--- src/verilog/ocg_pkg.sv ---
/*
  Package for the octal UART global configuration bank: address map,
  register offsets, field positions, reset values and bus states.
  Assumes nothing of its surroundings; every user names it explicitly.
*/
package ocg_pkg;

  // ----------------------------------------------------------------
  // Address map
  // ----------------------------------------------------------------
  localparam int ADDR_W = 8;
  localparam int DATA_W = 8;
  localparam int NUM_CH = 8;
  localparam int CODE_W = 3;
  localparam logic [7:0] GLOBAL_BASE = 8'h80;
  localparam logic [3:0] LEGACY_TOP = 4'h7; // Last legacy-layout offset

  // Global register offsets
  localparam logic [7:0] OFS_IRQ_SUMMARY = 8'h80;
  localparam logic [7:0] OFS_CODE_LOW = 8'h81;
  localparam logic [7:0] OFS_CODE_MID = 8'h82;
  localparam logic [7:0] OFS_CODE_HIGH = 8'h83;
  localparam logic [7:0] OFS_TIMER_CTRL = 8'h84;
  localparam logic [7:0] OFS_TIMER_RSVD = 8'h85;
  localparam logic [7:0] OFS_TIMER_LOW = 8'h86;
  localparam logic [7:0] OFS_TIMER_HIGH = 8'h87;
  localparam logic [7:0] OFS_SAMPLE_SEL = 8'h88;
  localparam logic [7:0] OFS_GEN_RSVD_A = 8'h89;
  localparam logic [7:0] OFS_SOFT_RESET = 8'h8a;
  localparam logic [7:0] OFS_SLEEP_EN = 8'h8b;
  localparam logic [7:0] OFS_REVISION = 8'h8c;
  localparam logic [7:0] OFS_IDENT = 8'h8d;
  localparam logic [7:0] OFS_BCAST = 8'h8e;

  // Channel register offsets whose read clears a pending interrupt
  localparam logic [3:0] CH_OFS_ISR = 4'h2;
  localparam logic [3:0] CH_OFS_LSR = 4'h5;
  localparam logic [3:0] CH_OFS_MSR = 4'h6;

  // ----------------------------------------------------------------
  // Fields and reset values
  // ----------------------------------------------------------------
  localparam int TCTL_IRQ_EN = 0;
  localparam int TCTL_START = 1;
  localparam int TCTL_FUNC = 2;
  localparam int TCTL_CLKSRC = 3;
  localparam int BCAST_BIT = 0;
  localparam logic [2:0] CODE_NONE = 3'h0;
  localparam logic [2:0] CODE_TIMER = 3'h7;
  localparam logic [7:0] RST_BYTE = 8'h00;
  localparam logic [7:0] ALL_CH = 8'hff;
  localparam logic [23:0] RST_CODES = 24'h000000;

  // Host access sequencer, Gray coded along idle -> wait -> hold
  typedef enum logic [1:0] {
    ST_IDLE = 2'b00,
    ST_RDWAIT = 2'b01,
    ST_HOLD = 2'b11
  } ocg_state_t;

endpackage
--- src/verilog/ocg_global_regs.sv ---
/*
  Global configuration register bank and address decoder of an
  eight-channel UART. Holds the host bus slave, interrupt summary and
  source codes, timer setup, sampling, soft reset, sleep, broadcast and
  identity registers. Assumes the channel logic and the timer share clk,
  and the host bus pins are asynchronous to clk.
*/
// Functional notes
// [RULE1] Each channel owns one 16-byte address block
// [RULE2] Global registers sit directly at 0x80-0x8f
// [RULE3] Whole map fits one 256-byte window
// [RULE4] Summary register: one bit per channel
// [RULE5] Three registers pack 3-bit codes, channel 0 lowest
// [RULE6] Summary and code registers reset to zero
// [RULE7] Channel enable gates its global contribution
// [RULE8] Timer and wake interrupts masked globally
// [RULE9] Wake interrupt only if all channels slept
// [RULE10] Only channel status reads clear indications; the timer flag clears on a timer control read
// [RULE11] Timer control low four bits, upper zero
// [RULE12] Sixteen-bit timer value, low byte first
// [RULE13] Per-channel 8X sampling select register
// [RULE14] Write-only per-channel soft reset
// [RULE15] Per-channel sleep enable register
// [RULE16] Broadcast bit copies channel writes everywhere
// [RULE17] Fixed revision then identification code
// [RULE18] Low eight channel registers legacy, rest enhanced
// [RULE19] Code zero none; code seven channel 0 only
// [RULE20] Reserved reads zero, read-only writes ignored
// [RULE21] Interrupt output follows any summary bit
`timescale 1ns/1ps

module ocg_global_regs #(
  parameter int NUM_CH = ocg_pkg::NUM_CH,
  parameter logic [7:0] REVISION_CODE = 8'h5a, // Arbitrary value
  parameter logic [7:0] IDENT_CODE = 8'ha5 // Arbitrary value
) (
  // Clock and reset
  input wire logic clk,
  input wire logic rst,
  // Host bus pins
  input wire logic cs_n,
  input wire logic rd_n,
  input wire logic wr_n,
  input wire logic [7:0] addr,
  input wire logic [7:0] data_in,
  output logic [7:0] data_out,
  output logic data_oe_n,
  // Channel access port
  output logic [7:0] chan_sel,
  output logic [3:0] chan_reg,
  output logic chan_enhanced,
  output logic chan_wr,
  output logic chan_rd,
  output logic [7:0] chan_wdata,
  input wire logic [63:0] chan_rdata,
  // Channel interrupt state
  input wire logic [7:0] ch_irq_req,
  input wire logic [7:0] ch_irq_en,
  input wire logic [23:0] ch_code,
  // Timer, sampling, soft reset and sleep interface
  input wire logic timer_timeout,
  input wire logic wake_event,
  output logic timer_irq_en,
  output logic timer_start,
  output logic timer_func_sel,
  output logic timer_clk_src,
  output logic [15:0] timer_value,
  output logic [7:0] sample_8x,
  output logic [7:0] sleep_en,
  output logic [7:0] soft_reset,
  // Device interrupt
  output logic irq
);

  // ----------------------------------------------------------------
  // Elaboration checks and decode helpers
  // ----------------------------------------------------------------
  if (NUM_CH != 8) begin : g_bad_ch
    $error("ocg_global_regs serves exactly eight channels");
  end

  // Global block is the one directly above the channel blocks
  function automatic logic is_global(input logic [7:0] a);
    return a[7:4] == ocg_pkg::GLOBAL_BASE[7:4];
  endfunction

  function automatic logic [7:0] chan_onehot(input logic [7:0] a);
    return 8'h01 << a[6:4];
  endfunction

  // ----------------------------------------------------------------
  // Pin synchronisers
  // ----------------------------------------------------------------
  logic [18:0] pin_s1_reg;
  logic [18:0] pin_s2_reg;

  // Two stages on every bus pin; stage one feeds stage two only
  always_ff @(posedge clk or posedge rst) begin
    if (rst) begin
      pin_s1_reg <= 19'h7ff00;
      pin_s2_reg <= 19'h7ff00;
    end else begin
      pin_s1_reg <= {cs_n, rd_n, wr_n, addr, data_in};
      pin_s2_reg <= pin_s1_reg;
    end
  end

  logic rd_act;
  logic wr_act;
  logic [7:0] bus_addr;
  logic [7:0] bus_data;
  assign rd_act = ~pin_s2_reg[18] & ~pin_s2_reg[17];
  assign wr_act = ~pin_s2_reg[18] & ~pin_s2_reg[16];
  assign bus_addr = pin_s2_reg[15:8];
  assign bus_data = pin_s2_reg[7:0];

  // ----------------------------------------------------------------
  // Access sequencer
  // ----------------------------------------------------------------
  ocg_pkg::ocg_state_t st_reg;
  logic rd_start;
  logic wr_start;
  logic glb_rd;
  logic glb_wr;
  assign rd_start = (st_reg == ocg_pkg::ST_IDLE) & rd_act;
  assign wr_start = (st_reg == ocg_pkg::ST_IDLE) & wr_act & ~rd_act;
  assign glb_rd = rd_start & is_global(bus_addr); // [RULE2]
  assign glb_wr = wr_start & is_global(bus_addr); // [RULE2]

  // One access per strobe; hold until the host lets go
  always_ff @(posedge clk or posedge rst) begin
    if (rst) begin
      st_reg <= ocg_pkg::ST_IDLE;
    end else begin
      unique case (st_reg)
        ocg_pkg::ST_IDLE: begin
          if (rd_start && !glb_rd) begin
            st_reg <= ocg_pkg::ST_RDWAIT;
          end else if (rd_start || wr_start) begin
            st_reg <= ocg_pkg::ST_HOLD;
          end
        end
        ocg_pkg::ST_RDWAIT: begin
          st_reg <= ocg_pkg::ST_HOLD;
        end
        ocg_pkg::ST_HOLD: begin
          if (!rd_act && !wr_act) begin
            st_reg <= ocg_pkg::ST_IDLE;
          end
        end
        default: begin
          st_reg <= ocg_pkg::ST_IDLE;
        end
      endcase
    end
  end

  // ----------------------------------------------------------------
  // Channel access port
  // ----------------------------------------------------------------
  logic bcast_reg;
  logic [7:0] chan_sel_reg;
  logic [3:0] chan_reg_reg;
  logic chan_wr_reg;
  logic chan_rd_reg;
  logic [7:0] chan_wdata_reg;
  logic [2:0] chan_idx_reg;

  // Accesses below 0x80 go to one channel; broadcast copies writes
  always_ff @(posedge clk or posedge rst) begin
    if (rst) begin
      chan_sel_reg <= ocg_pkg::RST_BYTE;
      chan_reg_reg <= 4'h0;
      chan_wr_reg <= 1'b0;
      chan_rd_reg <= 1'b0;
      chan_wdata_reg <= ocg_pkg::RST_BYTE;
      chan_idx_reg <= 3'h0;
    end else begin
      chan_wr_reg <= wr_start & ~is_global(bus_addr);
      chan_rd_reg <= rd_start & ~is_global(bus_addr);
      if ((rd_start || wr_start) && !is_global(bus_addr)) begin
        chan_reg_reg <= bus_addr[3:0]; // [RULE1]
        chan_idx_reg <= bus_addr[6:4]; // [RULE1]
        chan_wdata_reg <= bus_data;
        if (wr_start && bcast_reg) begin
          chan_sel_reg <= ocg_pkg::ALL_CH; // [RULE16]
        end else begin
          chan_sel_reg <= chan_onehot(bus_addr); // [RULE1] [RULE3]
        end
      end
    end
  end

  // ----------------------------------------------------------------
  // Writable global registers
  // ----------------------------------------------------------------
  logic [3:0] tctl_reg;
  logic timer_start_reg;
  logic [15:0] timer_value_reg;
  logic [7:0] sample_reg;
  logic [7:0] sleep_reg;
  logic [7:0] soft_reset_reg;

  // Writes to read-only and reserved offsets fall through unstored
  always_ff @(posedge clk or posedge rst) begin
    if (rst) begin
      tctl_reg <= 4'h0;
      timer_start_reg <= 1'b0;
      timer_value_reg <= 16'h0000;
      sample_reg <= ocg_pkg::RST_BYTE;
      sleep_reg <= ocg_pkg::RST_BYTE;
      soft_reset_reg <= ocg_pkg::RST_BYTE;
      bcast_reg <= 1'b0;
    end else begin
      timer_start_reg <= 1'b0;
      soft_reset_reg <= ocg_pkg::RST_BYTE;
      if (glb_wr) begin
        unique case (bus_addr)
          ocg_pkg::OFS_TIMER_CTRL: begin
            tctl_reg <= bus_data[3:0]; // [RULE11] [RULE8]
            timer_start_reg <= bus_data[ocg_pkg::TCTL_START]; // [RULE11]
          end
          ocg_pkg::OFS_TIMER_LOW: timer_value_reg[7:0] <= bus_data;
          ocg_pkg::OFS_TIMER_HIGH: timer_value_reg[15:8] <= bus_data;
          ocg_pkg::OFS_SAMPLE_SEL: sample_reg <= bus_data; // [RULE13]
          ocg_pkg::OFS_SOFT_RESET: soft_reset_reg <= bus_data; // [RULE14]
          ocg_pkg::OFS_SLEEP_EN: sleep_reg <= bus_data; // [RULE15]
          ocg_pkg::OFS_BCAST: bcast_reg <= bus_data[ocg_pkg::BCAST_BIT];
          default: begin
          end
        endcase
      end
    end
  end
  // The value above is the reload setup, not the live count [RULE12]

  // ----------------------------------------------------------------
  // Interrupt pending flags
  // ----------------------------------------------------------------
  logic timer_pend_reg;
  logic wake_pend_reg;
  logic ch0_isr_rd;
  assign ch0_isr_rd = chan_rd_reg & chan_sel_reg[0] &
                      (chan_reg_reg == ocg_pkg::CH_OFS_ISR);

  // A new event in the clearing cycle keeps the flag set
  always_ff @(posedge clk or posedge rst) begin
    if (rst) begin
      timer_pend_reg <= 1'b0;
      wake_pend_reg <= 1'b0;
    end else begin
      if (timer_timeout && tctl_reg[ocg_pkg::TCTL_IRQ_EN]) begin
        timer_pend_reg <= 1'b1; // [RULE8]
      end else if (glb_rd && bus_addr == ocg_pkg::OFS_TIMER_CTRL) begin
        timer_pend_reg <= 1'b0;
      end
      if (wake_event && sleep_reg == ocg_pkg::ALL_CH) begin
        wake_pend_reg <= 1'b1; // [RULE9] [RULE8]
      end else if (ch0_isr_rd) begin
        wake_pend_reg <= 1'b0; // [RULE10]
      end
    end
  end

  // ----------------------------------------------------------------
  // Summary and source codes
  // ----------------------------------------------------------------
  logic [7:0] summary_next;
  logic [23:0] codes_next;
  logic [7:0] summary_reg;
  logic [23:0] codes_reg;
  logic irq_reg;

  // Channels clear their own request on CHANNEL_IRQ_STATUS, CHANNEL_LINE_STATUS or CHANNEL_MODEM_STATUS reads
  for (genvar i = 0; i < 8; i++) begin : g_ch
    logic live;
    logic [2:0] raw;
    assign live = ch_irq_req[i] & ch_irq_en[i]; // [RULE7] [RULE10]
    assign raw = live ? ch_code[3*i +: 3] : ocg_pkg::CODE_NONE;
    if (i == 0) begin : g_ch0
      assign summary_next[i] = live | timer_pend_reg | wake_pend_reg;
      // Timer code is the lowest priority, shown only when channel 0 raises no code
      assign codes_next[2:0] =
          (raw == ocg_pkg::CODE_NONE && timer_pend_reg) ?
          ocg_pkg::CODE_TIMER : raw; // [RULE19]
    end else begin : g_chn
      assign summary_next[i] = live; // [RULE4]
      assign codes_next[3*i +: 3] = (raw == ocg_pkg::CODE_TIMER) ?
          ocg_pkg::CODE_NONE : raw; // [RULE19] [RULE5]
    end
  end

  // Registered view; all zero from reset
  always_ff @(posedge clk or posedge rst) begin
    if (rst) begin
      summary_reg <= ocg_pkg::RST_BYTE; // [RULE6]
      codes_reg <= ocg_pkg::RST_CODES; // [RULE6]
      irq_reg <= 1'b0;
    end else begin
      summary_reg <= summary_next;
      codes_reg <= codes_next;
      irq_reg <= |summary_next; // [RULE21]
    end
  end

  // ----------------------------------------------------------------
  // Read data path
  // ----------------------------------------------------------------
  logic [7:0] glb_rdata;
  logic [7:0] data_out_reg;
  logic data_oe_n_reg;

  // Reserved offsets and unused bits read as zero
  always_comb begin
    glb_rdata = ocg_pkg::RST_BYTE; // [RULE20]
    unique case (bus_addr)
      ocg_pkg::OFS_IRQ_SUMMARY: glb_rdata = summary_reg; // [RULE4]
      ocg_pkg::OFS_CODE_LOW: glb_rdata = codes_reg[7:0]; // [RULE5]
      ocg_pkg::OFS_CODE_MID: glb_rdata = codes_reg[15:8]; // [RULE5]
      ocg_pkg::OFS_CODE_HIGH: glb_rdata = codes_reg[23:16]; // [RULE5]
      ocg_pkg::OFS_TIMER_CTRL: glb_rdata = {7'h00, timer_pend_reg};
      ocg_pkg::OFS_TIMER_LOW: glb_rdata = timer_value_reg[7:0];
      ocg_pkg::OFS_TIMER_HIGH: glb_rdata = timer_value_reg[15:8];
      ocg_pkg::OFS_SAMPLE_SEL: glb_rdata = sample_reg;
      ocg_pkg::OFS_SLEEP_EN: glb_rdata = sleep_reg;
      ocg_pkg::OFS_REVISION: glb_rdata = REVISION_CODE; // [RULE17]
      ocg_pkg::OFS_IDENT: glb_rdata = IDENT_CODE; // [RULE17]
      ocg_pkg::OFS_BCAST: glb_rdata = {7'h00, bcast_reg}; // [RULE16]
      default: glb_rdata = ocg_pkg::RST_BYTE;
    endcase
  end

  // Channel data is taken at the end of the channel strobe cycle (ST_RDWAIT)
  always_ff @(posedge clk or posedge rst) begin
    if (rst) begin
      data_out_reg <= ocg_pkg::RST_BYTE;
      data_oe_n_reg <= 1'b1;
    end else begin
      data_oe_n_reg <= ~rd_act;
      if (glb_rd) begin
        data_out_reg <= glb_rdata;
      end else if (st_reg == ocg_pkg::ST_RDWAIT) begin
        data_out_reg <= chan_rdata[{chan_idx_reg, 3'h0} +: 8];
      end
    end
  end

  // ----------------------------------------------------------------
  // Outputs
  // ----------------------------------------------------------------
  assign data_out = data_out_reg;
  assign data_oe_n = data_oe_n_reg;
  assign chan_sel = chan_sel_reg;
  assign chan_reg = chan_reg_reg;
  assign chan_enhanced = chan_reg_reg[3]; // [RULE18]
  assign chan_wr = chan_wr_reg;
  assign chan_rd = chan_rd_reg;
  assign chan_wdata = chan_wdata_reg;
  assign timer_irq_en = tctl_reg[ocg_pkg::TCTL_IRQ_EN];
  assign timer_start = timer_start_reg;
  assign timer_func_sel = tctl_reg[ocg_pkg::TCTL_FUNC];
  assign timer_clk_src = tctl_reg[ocg_pkg::TCTL_CLKSRC];
  assign timer_value = timer_value_reg;
  assign sample_8x = sample_reg;
  assign sleep_en = sleep_reg;
  assign soft_reset = soft_reset_reg;
  assign irq = irq_reg;
endmodule // ocg_global_regs

--- config.mk ---
export PLATFORM = sky130hd
export DESIGN_NAME = ocg_global_regs
export DESIGN_NICKNAME = d
export VERILOG_FILES = /design/src/verilog/ocg_pkg.sv /design/src/verilog/ocg_global_regs.sv
export SDC_FILE = /design/constraint.sdc
export NUM_CORES = 1
export LEC_CHECK = 0
export BUFFER_PORTS_ARGS = -buffer_cell sky130_fd_sc_hd__buf_2
export CORE_MARGIN = 10
export CORE_UTILIZATION = 52
export DETAILED_ROUTE_END_ITERATION = 8
export PLACE_DENSITY_LB_ADDON = 0.25
export SLEW_MARGIN = 20
export SYNTH_ARGS = -nofsm -noshare
export SYNTH_HDL_FRONTEND = slang
export SYNTH_SLANG_ARGS = --single-unit
--- constraint.sdc ---
create_clock -name clk -period 7.4 [get_ports clk]
set_input_delay 1.48 -clock clk [delete_from_list [all_inputs] [get_ports clk]]
set_output_delay 1.48 -clock clk [all_outputs]
set_load 0.02 [all_outputs]
==> impl_metrics.env <==
export IMPL_syn_avg_cell_area_um2=12.3
export IMPL_drc=0
export IMPL_multi_input_area_mm2=0.00273
export IMPL_synthArstFlopShare_pct=100
export IMPL_slew_violations=0
export IMPL_netlist_area_mm2=0.00676
export IMPL_hold_viol=0
export IMPL_die_h_um=134
export IMPL_worst_path_max_delay_cell="dfstp_2"
export IMPL_critPathMaxStageDelay_ns=0.51
export IMPL_synthFlopType="dfrtp_1"
export IMPL_grt_overflow=0
export IMPL_ctsRootBufferMaster="clkbuf_16"
export IMPL_rrSetupSlack_ns=4.85
export IMPL_wire_per_inst_um=21.8
export IMPL_diodes=0
export IMPL_critPathBufInv=1
export IMPL_core_mm2=0.0127
export IMPL_cp_top_family="flip-flops"
export IMPL_drtIter0Drc=600
export IMPL_netlist_instances=548
export IMPL_grt_pass1_wl_um=30900
export IMPL_instances_no_fill=928
export IMPL_min_path_type="flip-flop to flip-flop"
export IMPL_yosysTopAreaCell="dfrtp_1"
export IMPL_clkTransAtPathRegs_ns=0.07
export IMPL_powerDensity_mw_per_mm2=297
export IMPL_p_leak_uw=0.00431
export IMPL_r2r_start="pin_s2_reg[9]"
export IMPL_final_antenna_net_count=0
export IMPL_vias=5343
export IMPL_yosysSeqAreaShare_pct=57.5
export IMPL_cts_hold_buffers=0
export IMPL_netlist_top_cells_area="dfrtp_1 49%, dfstp_2 8.9%, mux2_2 6.7%, mux4_2 5.7%, nand2_1 4.6%"
export IMPL_routed_wl_um=20300
export IMPL_tightest_slew_ns=1.00
export IMPL_dp_cells=896
export IMPL_crit_required_ns=5.92
export IMPL_fin_skew_ns=0.00833
export IMPL_nNetsFinal=870
export IMPL_fmax_mhz=388
export IMPL_die_w_um=134
export IMPL_path_class="flip-flop to output port"
export IMPL_crit_path_end_kind="output port"
export IMPL_ys_ff_latch=154
export IMPL_grt_start_max_net_pins=94
export IMPL_reg2reg_to="data_out[5]"
export IMPL_post_cts_resized=0
export IMPL_yosys_warnings=0
export IMPL_start_util_pct=53.3
export IMPL_num_rows=41
export IMPL_grt_antenna_before_repair=0
export IMPL_drt_vias_per_instance=5.76
export IMPL_slew_headroom_pct=32.5
export IMPL_setup_viol=0
export IMPL_layout_drive_gt1_share_pct=44.0
export IMPL_cts_tree="built"
export IMPL_worstHoldStart="pin_s1_reg[6]"
export IMPL_final_fill_count=958
export IMPL_holdWs_ns=0.350
export IMPL_synth_net_count=675
export IMPL_worstSetupPathDepth=1
export IMPL_synth_top_area_share_pct=48.5
export IMPL_start_kind="flip-flop"
export IMPL_maxCapViolCount=0
export IMPL_cts_made_buffers=17
export IMPL_h_tree_depth=4
export IMPL_final_core_util_pct=66.9
export IMPL_grt_pass1_vias=5535
export IMPL_finalCritPeriodShare_pct=34.8
export IMPL_fin_setup_tns_ns=0
export IMPL_cts_setup_buffers=0
export IMPL_crit_fanout=1
export IMPL_rr_worst_depth=5
export IMPL_crit_path_end="data_oe_n"
export IMPL_largest_register_ffs=24
export IMPL_ir_worst_vdd_uv=116
export IMPL_firstDrtPassIters=5
export IMPL_place_congestion=0.940
export IMPL_arrival_ns=1.09
export IMPL_area_growth_pct=25.4
export IMPL_register_area_mm2=0.00388
export IMPL_track_usage_pct=22.1
export IMPL_synth_cell_types=63
export IMPL_rsz0062_at_grt="false"
export IMPL_cts_sink_count=154
export IMPL_synth_edf_count=0
export IMPL_clk_latency_ns=0.42
export IMPL_port_buffers=203
export IMPL_layout_min_cycle_time_ns=2.57
export IMPL_crit_chain="buf_2"
export IMPL_ios=204
export IMPL_dieArea_mm2=0.0180
export IMPL_cts_path_max_buffers=2
export IMPL_status="completed"
export IMPL_fin_total_pwr_uw=2520
export IMPL_startpoint="data_oe_n"
export IMPL_dp_hpwl_um=15000
-- through the flow --
stage	setup slack, ns	instance area (µm²)
after floorplan	1.81	6760
after global placement	4.30	7880
after detailed placement	4.23	7880
after CTS	4.68	8470
after global routing	4.63	8480
final	4.83	8480
-- cells in the mapped netlist (7+ instances only) --
cell	count
a21oi_1	16
and3_1	22
mux2i_1	17
a22o_1	7
dfrtp_1	131
mux4_2	17
dfstp_2	23
o21ai_0	12
nor2_1	15
inv_1	7
mux2_2	40
nand3_1	15
o221ai_1	7
nand2_1	82
and2_1	18
clkbuf_1	9
nor3_1	7
buf_2	11
-- how the worst min path moves through the flow --
| stage | depth (start not counted) | slack (ns) | end |
|---|---|---|---|
| 2_1_floorplan | 0 | 0.33 | pin_s2_reg[0] |
| 3_3_place_gp | 0 | 0.33 | pin_s2_reg[7] |
| 3_5_place_dp | 0 | 0.33 | pin_s2_reg[6] |
| 4_1_cts | 0 | 0.35 | pin_s2_reg[13] |
| 5_1_grt | 0 | 0.35 | pin_s2_reg[13] |
| 6_report | 0 | 0.35 | pin_s2_reg[6] |
-- power by group --
part / leakage [µW] / total [µW] / switching (µW) / internal (µW)
registers: 0.00196 / 1100 / 141 / 956
logic: 0.00206 / 570 / 314 / 256
clock network: 0.000292 / 853 / 399 / 454
-- metal layers --
| layer | wire length [µm] | GRT usage [%] | vias up |
|---|---|---|---|
| met2 | 9700 | 36.0 | 275 |
| li1 | - | - | 2385 |
| met4 | 475 | 7.50 | 0 |
| met3 | 1660 | 6.80 | 38 |
| met5 | 0 | 0 | - |
| met1 | 8420 | 27.3 | 2645 |
-- layout make-up --
class                           instances  area share [%]
Inverter                                7           0.369
Timing Repair Buffer                  204            12.1
Sequential cell                       154            45.8
Tap cell                              172            2.54
Clock inverter                         15            1.98
Clock buffer                           17            5.02
Multi-Input combinational cell        359            32.2
-- layout by cell type, fill, tap and decap left out, drive strengths merged, types with 6 or more instances in the layout --
cell and count:
nand2 85, a21oi 16, mux2i 17, nor2b 6, dfstp 23, nor3 8, inv 15, mux4 17
and2 18, and3 23, clkbuf 17, nor2 15, dfrtp 131, o221ai 7, buf 204, clkinv 7
a22o 7, mux2 40, nand3 16, o21ai 13
-- logic make-up after synthesis --
family	Yosys count	share of synthesized area [%]
AO/OA/AOI/OAI	78	8.22
XOR/XNOR	1	0.130
buffers and inverters	35	2.31
AND/OR/NAND/NOR	206	17.0
flip-flops	154	57.5
multiplexers	74	14.8
No activity file was read; power rests on OpenSTA's default activity.
